--- config.mk ---
export PLATFORM = sky130hd
export DESIGN_NAME = bpd_port
export DESIGN_NICKNAME = d
export VERILOG_FILES = /design/src/hdl/bpd_pkg.sv /design/src/hdl/bpd_pin_mux.sv /design/src/hdl/bpd_port.sv /design/src/hdl/bpd_sync.sv
export SDC_FILE = /design/constraint.sdc
export NUM_CORES = 1
export LEC_CHECK = 0
export BUFFER_PORTS_ARGS = -buffer_cell sky130_fd_sc_hd__buf_2
export CAP_MARGIN = 20
export CORE_MARGIN = 2
export CORE_UTILIZATION = 50
export DETAILED_ROUTE_END_ITERATION = 6
export PLACE_DENSITY = 0.8
export RECOVER_POWER = 25
export SLEW_MARGIN = 10
export SYNTH_ARGS = -nofsm -noshare
export SYNTH_HDL_FRONTEND = slang
export SYNTH_HIERARCHICAL = 1
export SYNTH_SLANG_ARGS = --single-unit
--- constraint.sdc ---
create_clock -name clock_i -period 2.4 [get_ports clock_i]
set_clock_uncertainty 0.2 [all_clocks]
set_input_delay 0.24 -clock clock_i [delete_from_list [all_inputs] [get_ports clock_i]]
set_output_delay 0.24 -clock clock_i [all_outputs]
set_load 0.02 [all_outputs]
--- src/hdl/bpd_pkg.sv ---
// constants, register map and carrier types of the bidirectional port d block
package bpd_pkg;

    localparam int PORT_WIDTH = 8;
    localparam int ADDR_WIDTH = 8;
    localparam int DATA_WIDTH = 32;
    localparam int PWM_CHANNELS = 3;

    // register byte offsets
    localparam logic [ADDR_WIDTH-1:0] OFF_PIN_LEVELS = 8'h00;
    localparam logic [ADDR_WIDTH-1:0] OFF_OUTPUT_LATCH = 8'h04;
    localparam logic [ADDR_WIDTH-1:0] OFF_DIRECTION = 8'h08;
    localparam logic [ADDR_WIDTH-1:0] OFF_PORT_E_DIR = 8'h0C;
    localparam logic [ADDR_WIDTH-1:0] OFF_PWM_CTRL = 8'h10;
    localparam logic [ADDR_WIDTH-1:0] OFF_PWM_PIN_CFG = 8'h14;

    // reset values
    localparam logic [PORT_WIDTH-1:0] RESET_LATCH = 8'h00;
    localparam logic [PORT_WIDTH-1:0] RESET_DIRECTION = 8'hFF;
    localparam logic [PORT_WIDTH-1:0] RESET_PORT_E_DIR = 8'h07;
    localparam logic [PORT_WIDTH-1:0] RESET_PWM_CTRL = 8'h00;
    localparam logic [PORT_WIDTH-1:0] RESET_PWM_PIN_CFG = 8'h00;

    // port e direction and slave status fields
    localparam int SLAVE_IN_FULL_BIT = 7;
    localparam int SLAVE_OUT_FULL_BIT = 6;
    localparam int SLAVE_OVERFLOW_BIT = 5;
    localparam int SLAVE_MODE_BIT = 4;
    localparam int PORT_E_DIR_MSB = 2;
    localparam logic [PORT_WIDTH-1:0] PORT_E_WRITE_MASK = 8'h37;

    // pwm capture control fields and the pwm pin config shutdown bit
    localparam int PWM_CFG_HI_BIT = 7;
    localparam int PWM_CFG_LO_BIT = 6;
    localparam int PWM_MODE_HI_BIT = 3;
    localparam int PWM_MODE_LO_BIT = 2;
    localparam logic [1:0] PWM_MODE_CODE = 2'h3;
    localparam logic [1:0] PWM_CFG_SINGLE = 2'h0;
    localparam int SHUTDOWN_TRI_BIT = 0;

    // lowest pin that carries a pwm channel (b on 5, c on 6, d on 7)
    localparam int PWM_FIRST_PIN = 5;

    typedef struct packed {
        logic [PWM_CHANNELS-1:0] level;
        logic shutdown;
    } bpd_pwm_type;

    typedef struct packed {
        logic [PORT_WIDTH-1:0] latch;
        logic [PORT_WIDTH-1:0] direction;
        logic slave_mode;
        logic slave_read;
        logic [PWM_CHANNELS-1:0] pwm_enable;
        logic [PWM_CHANNELS-1:0] pwm_level;
        logic pwm_tristate;
    } bpd_mux_ctrl_type;

    typedef enum logic {
        BPD_APB_IDLE,
        BPD_APB_ANSWER
    } bpd_apb_state_type;

endpackage : bpd_pkg

--- src/hdl/bpd_pin_mux.sv ---
// per-pin ownership selection and registered pin drivers
`timescale 1ns/100ps
module bpd_pin_mux (
    input wire logic clock_i,
    input wire logic reset_i,
    input wire bpd_pkg::bpd_mux_ctrl_type ctrl_i,
    output logic [bpd_pkg::PORT_WIDTH-1:0] pin_o,
    output logic [bpd_pkg::PORT_WIDTH-1:0] pin_oe_o
);
    import bpd_pkg::*;

    logic [PORT_WIDTH-1:0] data_d;
    logic [PORT_WIDTH-1:0] oe_d;
    logic [PORT_WIDTH-1:0] data_q;
    logic [PORT_WIDTH-1:0] oe_q;

    genvar i;
    generate
        for (i = 0; i < PORT_WIDTH; i++) begin : g_pin
            wire logic port_drive = !ctrl_i.direction[i];
            wire logic slave_drive = ctrl_i.slave_read;
            if (i >= PWM_FIRST_PIN) begin : g_pwm
                // pwm owns the pin only with its direction bit at zero
                wire logic pwm_own = ctrl_i.pwm_enable[i-PWM_FIRST_PIN] && !ctrl_i.direction[i];
                assign data_d[i] = pwm_own ? ctrl_i.pwm_level[i-PWM_FIRST_PIN] : ctrl_i.latch[i];
                assign oe_d[i] = pwm_own ? !ctrl_i.pwm_tristate :
                                 ctrl_i.slave_mode ? slave_drive : port_drive;
            end else begin : g_plain
                assign data_d[i] = ctrl_i.latch[i];
                assign oe_d[i] = ctrl_i.slave_mode ? slave_drive : port_drive;
            end
        end
    endgenerate

    always_ff @(posedge clock_i) begin
        if (reset_i) begin
            data_q <= '0;
            oe_q <= '0;
        end else begin
            data_q <= data_d;
            oe_q <= oe_d;
        end
    end

    assign pin_o = data_q;
    assign pin_oe_o = oe_q;

endmodule : bpd_pin_mux

--- src/hdl/bpd_port.sv ---
// bidirectional port d with slave-port and pwm pin sharing, apb registers
//
// Functional notes
// - eight two-way pins, each with its own direction bit
// - direction bit one releases the pin, making it an input
// - direction bit zero drives the pin from the output latch
// - latch register reads back latch contents, not pin levels
// - after reset every pin, pwm pins too, is an input
// - mode select bit 4 of port e register turns port into slave bus
// - slave mode ignores direction; external reads drive latch, writes are inputs
// - dual or quad pwm output forces slave-port functions off
// - pins 5,6,7 carry pwm b,c,d over latch and slave data
// - pwm pins may be released during a pwm shutdown event
// - mode select one means slave port, zero means plain port
`timescale 1ns/100ps
module bpd_port (
    input wire logic clock_i,
    input wire logic reset_i,
    input wire logic psel_i,
    input wire logic penable_i,
    input wire logic pwrite_i,
    input wire logic [bpd_pkg::ADDR_WIDTH-1:0] paddr_i,
    input wire logic [bpd_pkg::DATA_WIDTH-1:0] pwdata_i,
    output logic [bpd_pkg::DATA_WIDTH-1:0] prdata_o,
    output logic pready_o,
    output logic pslverr_o,
    input wire logic [bpd_pkg::PORT_WIDTH-1:0] pin_i,
    output logic [bpd_pkg::PORT_WIDTH-1:0] pin_o,
    output logic [bpd_pkg::PORT_WIDTH-1:0] pin_oe_o,
    input wire logic slave_read_i,
    input wire logic slave_in_full_i,
    input wire logic slave_out_full_i,
    input wire logic slave_overflow_i,
    input wire bpd_pkg::bpd_pwm_type pwm_i,
    output logic slave_port_enable_o,
    output logic [bpd_pkg::PORT_E_DIR_MSB:0] port_e_direction_o,
    output logic [bpd_pkg::PORT_WIDTH-1:0] pwm_capture_control_o
);
    import bpd_pkg::*;

    function automatic logic reg_hit(input logic [ADDR_WIDTH-1:0] addr, input logic [ADDR_WIDTH-1:0] offset);
        reg_hit = (addr == offset);
    endfunction : reg_hit

    // ---- apb slave: one wait cycle so read data leave a flip-flop ----
    bpd_apb_state_type state_q;
    bpd_apb_state_type state_d;
    logic [DATA_WIDTH-1:0] prdata_q;
    logic pslverr_q;

    wire logic access = psel_i && penable_i;
    wire logic commit = access && (state_q == BPD_APB_ANSWER);
    wire logic capture = access && (state_q == BPD_APB_IDLE);

    always_comb begin
        state_d = state_q;
        case (state_q)
            BPD_APB_IDLE: begin
                if (access) begin
                    state_d = BPD_APB_ANSWER;
                end
            end
            BPD_APB_ANSWER: begin
                state_d = BPD_APB_IDLE;
            end
            default: begin
                state_d = BPD_APB_IDLE;
            end
        endcase
    end

    wire logic hit_pins = reg_hit(paddr_i, OFF_PIN_LEVELS);
    wire logic hit_latch = reg_hit(paddr_i, OFF_OUTPUT_LATCH);
    wire logic hit_dir = reg_hit(paddr_i, OFF_DIRECTION);
    wire logic hit_port_e = reg_hit(paddr_i, OFF_PORT_E_DIR);
    wire logic hit_pwm = reg_hit(paddr_i, OFF_PWM_CTRL);
    wire logic hit_pwm_pin = reg_hit(paddr_i, OFF_PWM_PIN_CFG);
    wire logic hit_any = hit_pins || hit_latch || hit_dir || hit_port_e || hit_pwm || hit_pwm_pin;

    wire logic wr_commit = commit && pwrite_i && hit_any;
    wire logic [PORT_WIDTH-1:0] wbyte = pwdata_i[PORT_WIDTH-1:0];

    // ---- registers ----
    logic [PORT_WIDTH-1:0] latch_q;
    logic [PORT_WIDTH-1:0] dir_q;
    logic [PORT_WIDTH-1:0] port_e_q;
    logic [PORT_WIDTH-1:0] pwm_ctrl_q;
    logic [PORT_WIDTH-1:0] pwm_pin_q;
    logic overflow_q;
    logic [PORT_WIDTH-1:0] pin_levels;

    // either the latch or the pin-level register loads the latch
    wire logic latch_we = wr_commit && (hit_latch || hit_pins);
    wire logic dir_we = wr_commit && hit_dir;
    wire logic port_e_we = wr_commit && hit_port_e;
    wire logic pwm_we = wr_commit && hit_pwm;
    wire logic pwm_pin_we = wr_commit && hit_pwm_pin;

    // full status bits 7 and 6 are read-only; only the mask bits take the write
    wire logic [PORT_WIDTH-1:0] port_e_wr = (port_e_q & ~PORT_E_WRITE_MASK) | (wbyte & PORT_E_WRITE_MASK);

    // overflow: hardware set wins over a software clear in the same cycle
    wire logic overflow_sw = port_e_we ? wbyte[SLAVE_OVERFLOW_BIT] : overflow_q;
    wire logic overflow_d = overflow_sw || slave_overflow_i;

    always_ff @(posedge clock_i) begin
        if (reset_i) begin
            state_q <= BPD_APB_IDLE;
            latch_q <= RESET_LATCH;
            dir_q <= RESET_DIRECTION;
            port_e_q <= RESET_PORT_E_DIR;
            pwm_ctrl_q <= RESET_PWM_CTRL;
            pwm_pin_q <= RESET_PWM_PIN_CFG;
            overflow_q <= 1'b0;
        end else begin
            state_q <= state_d;
            if (latch_we) begin
                latch_q <= wbyte;
            end
            if (dir_we) begin
                dir_q <= wbyte;
            end
            if (port_e_we) begin
                port_e_q <= port_e_wr;
            end
            if (pwm_we) begin
                pwm_ctrl_q <= wbyte;
            end
            if (pwm_pin_we) begin
                pwm_pin_q <= wbyte;
            end
            overflow_q <= overflow_d;
        end
    end

    // ---- read path ----
    wire logic [PORT_WIDTH-1:0] port_e_view = {slave_in_full_i, slave_out_full_i, overflow_q,
        port_e_q[SLAVE_MODE_BIT], 1'b0, port_e_q[PORT_E_DIR_MSB:0]};

    logic [PORT_WIDTH-1:0] rd_byte;
    assign rd_byte = hit_pins ? pin_levels :
                     hit_latch ? latch_q :
                     hit_dir ? dir_q :
                     hit_port_e ? port_e_view :
                     hit_pwm ? pwm_ctrl_q :
                     hit_pwm_pin ? pwm_pin_q : '0;

    always_ff @(posedge clock_i) begin
        if (reset_i) begin
            prdata_q <= '0;
            pslverr_q <= 1'b0;
        end else if (capture) begin
            prdata_q <= {{(DATA_WIDTH-PORT_WIDTH){1'b0}}, rd_byte};
            pslverr_q <= !hit_any;
        end
    end

    assign prdata_o = prdata_q;
    assign pready_o = (state_q == BPD_APB_ANSWER);
    assign pslverr_o = pready_o && pslverr_q;

    // ---- pin inputs ----
    bpd_sync u_sync (
        .clock_i(clock_i),
        .reset_i(reset_i),
        .async_i(pin_i),
        .sync_o(pin_levels)
    );

    // ---- ownership decisions ----
    wire logic [1:0] pwm_mode = {pwm_ctrl_q[PWM_MODE_HI_BIT], pwm_ctrl_q[PWM_MODE_LO_BIT]};
    wire logic [1:0] pwm_cfg = {pwm_ctrl_q[PWM_CFG_HI_BIT], pwm_ctrl_q[PWM_CFG_LO_BIT]};
    wire logic pwm_active = (pwm_mode == PWM_MODE_CODE);
    // half-bridge uses b only; full-bridge codes have the low bit set and use b, c, d
    wire logic pwm_multi = pwm_active && (pwm_cfg != PWM_CFG_SINGLE);
    wire logic pwm_quad = pwm_active && pwm_cfg[0];
    wire logic [PWM_CHANNELS-1:0] pwm_enable = {pwm_quad, pwm_quad, pwm_multi};

    wire logic mode_select = port_e_q[SLAVE_MODE_BIT];
    wire logic slave_mode = mode_select && !pwm_multi;
    wire logic pwm_tristate = pwm_i.shutdown && pwm_pin_q[SHUTDOWN_TRI_BIT];

    bpd_mux_ctrl_type mux_ctrl;
    assign mux_ctrl.latch = latch_q;
    assign mux_ctrl.direction = dir_q;
    assign mux_ctrl.slave_mode = slave_mode;
    assign mux_ctrl.slave_read = slave_mode && slave_read_i;
    assign mux_ctrl.pwm_enable = pwm_enable;
    assign mux_ctrl.pwm_level = pwm_i.level;
    assign mux_ctrl.pwm_tristate = pwm_tristate;

    bpd_pin_mux u_mux (
        .clock_i(clock_i),
        .reset_i(reset_i),
        .ctrl_i(mux_ctrl),
        .pin_o(pin_o),
        .pin_oe_o(pin_oe_o)
    );

    assign slave_port_enable_o = slave_mode;
    assign port_e_direction_o = port_e_q[PORT_E_DIR_MSB:0];
    assign pwm_capture_control_o = pwm_ctrl_q;
endmodule : bpd_port

--- src/hdl/bpd_sync.sv ---
// two flip-flop synchroniser for the port pin levels
`timescale 1ns/100ps
module bpd_sync (
    input wire logic clock_i,
    input wire logic reset_i,
    input wire logic [bpd_pkg::PORT_WIDTH-1:0] async_i,
    output logic [bpd_pkg::PORT_WIDTH-1:0] sync_o
);
    import bpd_pkg::*;

    logic [PORT_WIDTH-1:0] meta_q;
    logic [PORT_WIDTH-1:0] sync_q;

    // first stage feeds only the second stage
    always_ff @(posedge clock_i) begin
        if (reset_i) begin
            meta_q <= '0;
            sync_q <= '0;
        end else begin
            meta_q <= async_i;
            sync_q <= meta_q;
        end
    end

    assign sync_o = sync_q;

endmodule : bpd_sync

==> out/results.ini <==
[global_routing]
grt_antenna_before_repair=0
grt_pass1_wl_um=12450
overflow=0
grt_max_degree=46
grt_pass1_vias=2631
grt.total_usage_pct=21.49

[placed_design]
place_area_um2=3804
dp_hpwl_um=5712
gp_congestion=0.9012
io_buffers=74

[die]
core_um2=6756
initial_utilization_pct=51.43
io_pins=123
fp-row-count=30
die_x_um=87.36
die-area_um2=7632
dieHeight_um=87.36

[yosys]
synth_cells=374
ys_async_sr_fraction_pct=0
ys_types=46
synth_seq_cells=79
syn_area_per_cell_um2=9.290
synth_edf_count=0
syn_area_um2=3475
synthFlopType=dfxtp_1
ys_warn_count=6
seq_area_frac_synth_pct=45.52

[layout]
antenna_cells=0
nNetsFinal=524
final_util_pct=61.35
drive_gt1_share_pct=20.56
area_growth_pct=19.30
final_common_cell=dfxtp_1
fillers=579
final_area_um2=4145
mostFrequentLayoutCells=dfxtp_1, nor2_1, buf_2, mux2i_1, clkbuf_1

[run_status]
status=finished clean

[detailed_routing]
viasPerCell=5.338
num_vias=2920
drcViolationCount=0
drt-initial-drc-count=298
wirelength_um=8101
firstDrtPassIters=5
ant_nets=0
routedWlPerCell_um=14.81

[sta]
post-route-period-util_pct=83.10
setup_violations=0
tightest_slew_ns=0.6449
fin_hold_ws_ns=0.01422
rsz0062_at_grt=false
slew-limit-headroom_pct=56.85
hold_viol_final=0
fin_tns_setup_ns=0
finalMaxSlewViolations=0
fin_crit_ns=1.994
fmax_mhz=501.4

[power_and_ir_drop]
power_frac_clock_pct=39.0
p_sw_share_pct=23.31
power_mw=2.521
powerDensity_nw_per_um2=608.1
p_sw_mw=0.5875
vdd_drop_max_v=0.0002776
comb_power_share_pct=8.2
p_int_mw=1.933
seqPwrFrac_pct=52.8
p_leak_nw=1.803

[clock_network]
worstSkewPairLatency_ns=0.36
htree_levels=3
post-cts-setup-buffer-count=0
cts.sinks=79
tritoncts=built
clk_pin_slew_ns=0.08
cts-resized-gates=0
ctsLongestPathBuffers=2
root_buffer=clkbuf_8
cts_buffers=9

[setup_path]
cp_max_fo=7
critical_path_class=reg2out
worst_ep_required_time_ns=1.96
reg2reg_slack_ns=0.50
arrival_ns=1.55
crit_path_end_kind=output pin
worstSetupStartpointType=flop

[run]
max-cap-violations=0

[hold_path]
hold_class=in2reg

## Yosys cell counts (all sizes together), types with 3 or more instances
master / count / share of area, %
a31oi: 5 / 0.90
dfxtp: 79 / 46
and2: 3 / 0.54
inv: 10 / 1.1
clkbuf: 14 / 1.5
buf: 33 / 7.2
nand2: 13 / 1.5
and2b: 6 / 1.5
a21oi: 26 / 3.7
nor3: 11 / 1.9
nor2: 50 / 5.6
and3: 3 / 0.54
nand2b: 7 / 1.3
o22ai: 7 / 1.3
a211o: 3 / 0.76
nand3: 4 / 0.58
nor2b: 24 / 5.0
o21ai: 16 / 2.3
mux2i: 36 / 10
## power by group through the flow
stage,Combinational [mW],Sequential [mW],Clock (mW)
floorplan,0.149,1.36,0
global placement,0.178,1.36,0
detailed placement,0.180,1.36,0
CTS,0.203,1.33,0.991
global route,0.223,1.33,1.03
finish,0.206,1.33,0.983
## layer usage
metal	track usage, %	wire length, um
met1	26.68	3406
met2	34.92	3824
met3	4.929	622
met4	10.63	248
met5	0	0
## per-stage QoR
stage / instances / setup slack (ns)
floorplan: 397 / 0.3045
global placement: 514 / 0.2135
detailed placement: 514 / 0.1968
CTS: 547 / 0.4091
global route: 547 / 0.3193
finish: 547 / 0.4057
## kinds of logic (layout without fill, tap and decap cells)
logic type / Yosys count / in the layout / share of synthesized area [%]
AND/OR/NAND/NOR: 132 / 132 / 21.43
multiplexers: 37 / 37 / 11.02
AO/OA/AOI/OAI: 68 / 68 / 12.14
flip-flops: 79 / 79 / 45.52
buffers and inverters: 57 / 127 / 9.795
other: 1 / 24 / 0.1079
## sequential cells by signal, indices dropped and copies added (netlist names)
signal and count:
u_sync/sync_o 8, u_mux/pin_o 8, prdata_o 8, u_mux/pin_oe_o 8, pwm_pin_q 8, pslverr_q 1
dir_q 8, latch_q 8, u_sync/meta_q 8, overflow_q 1, pready_o 1, pwm_capture_control_o 8
port_e_q 4
## path summary, 6_finish.rpt
kind                            cells past startpoint                           to                                  start
worst max-delay path                                3          slave_port_enable_o  pwm_capture_control_o[6]$_SDFFE_PP0P_
worst min-delay path                                2     port_e_q[0]$_SDFFE_PP1P_                            pwdata_i[0]
worst max register to register                      6        dir_q[4]$_SDFFE_PP1P_                    pready_o$_SDFF_PP0_
worst min register to register                      1  u_sync/sync_o[5]$_SDFF_PP0_            u_sync/meta_q[5]$_SDFF_PP0_
## critical path, cell delays in order (launching register included)
cell,delay (ns)
dfxtp_1,0.36
o211ai_1,0.30
and2_1,0.32
buf_2,0.22
## layout make-up
| cell class | instances | area, um2 | area share (%) |
|---|---|---|---|
| tap | 80 | 100.1 | 2.415 |
| multi-input combinational | 261 | 1639 | 39.54 |
| clock buffer | 12 | 155.1 | 3.743 |
| sequential | 79 | 1582 | 38.15 |
| inverter | 10 | 37.54 | 0.9055 |
| clock inverter | 3 | 42.54 | 1.026 |
| timing repair buffer | 102 | 589.3 | 14.22 |
## repair_timing
action                     4_1_cts  5_1_grt
hold endpoints to repair        26        0
setup endpoints to repair        0        0
hold buffers                    18        0
Note: power is estimated with default switching activity, not from simulation.
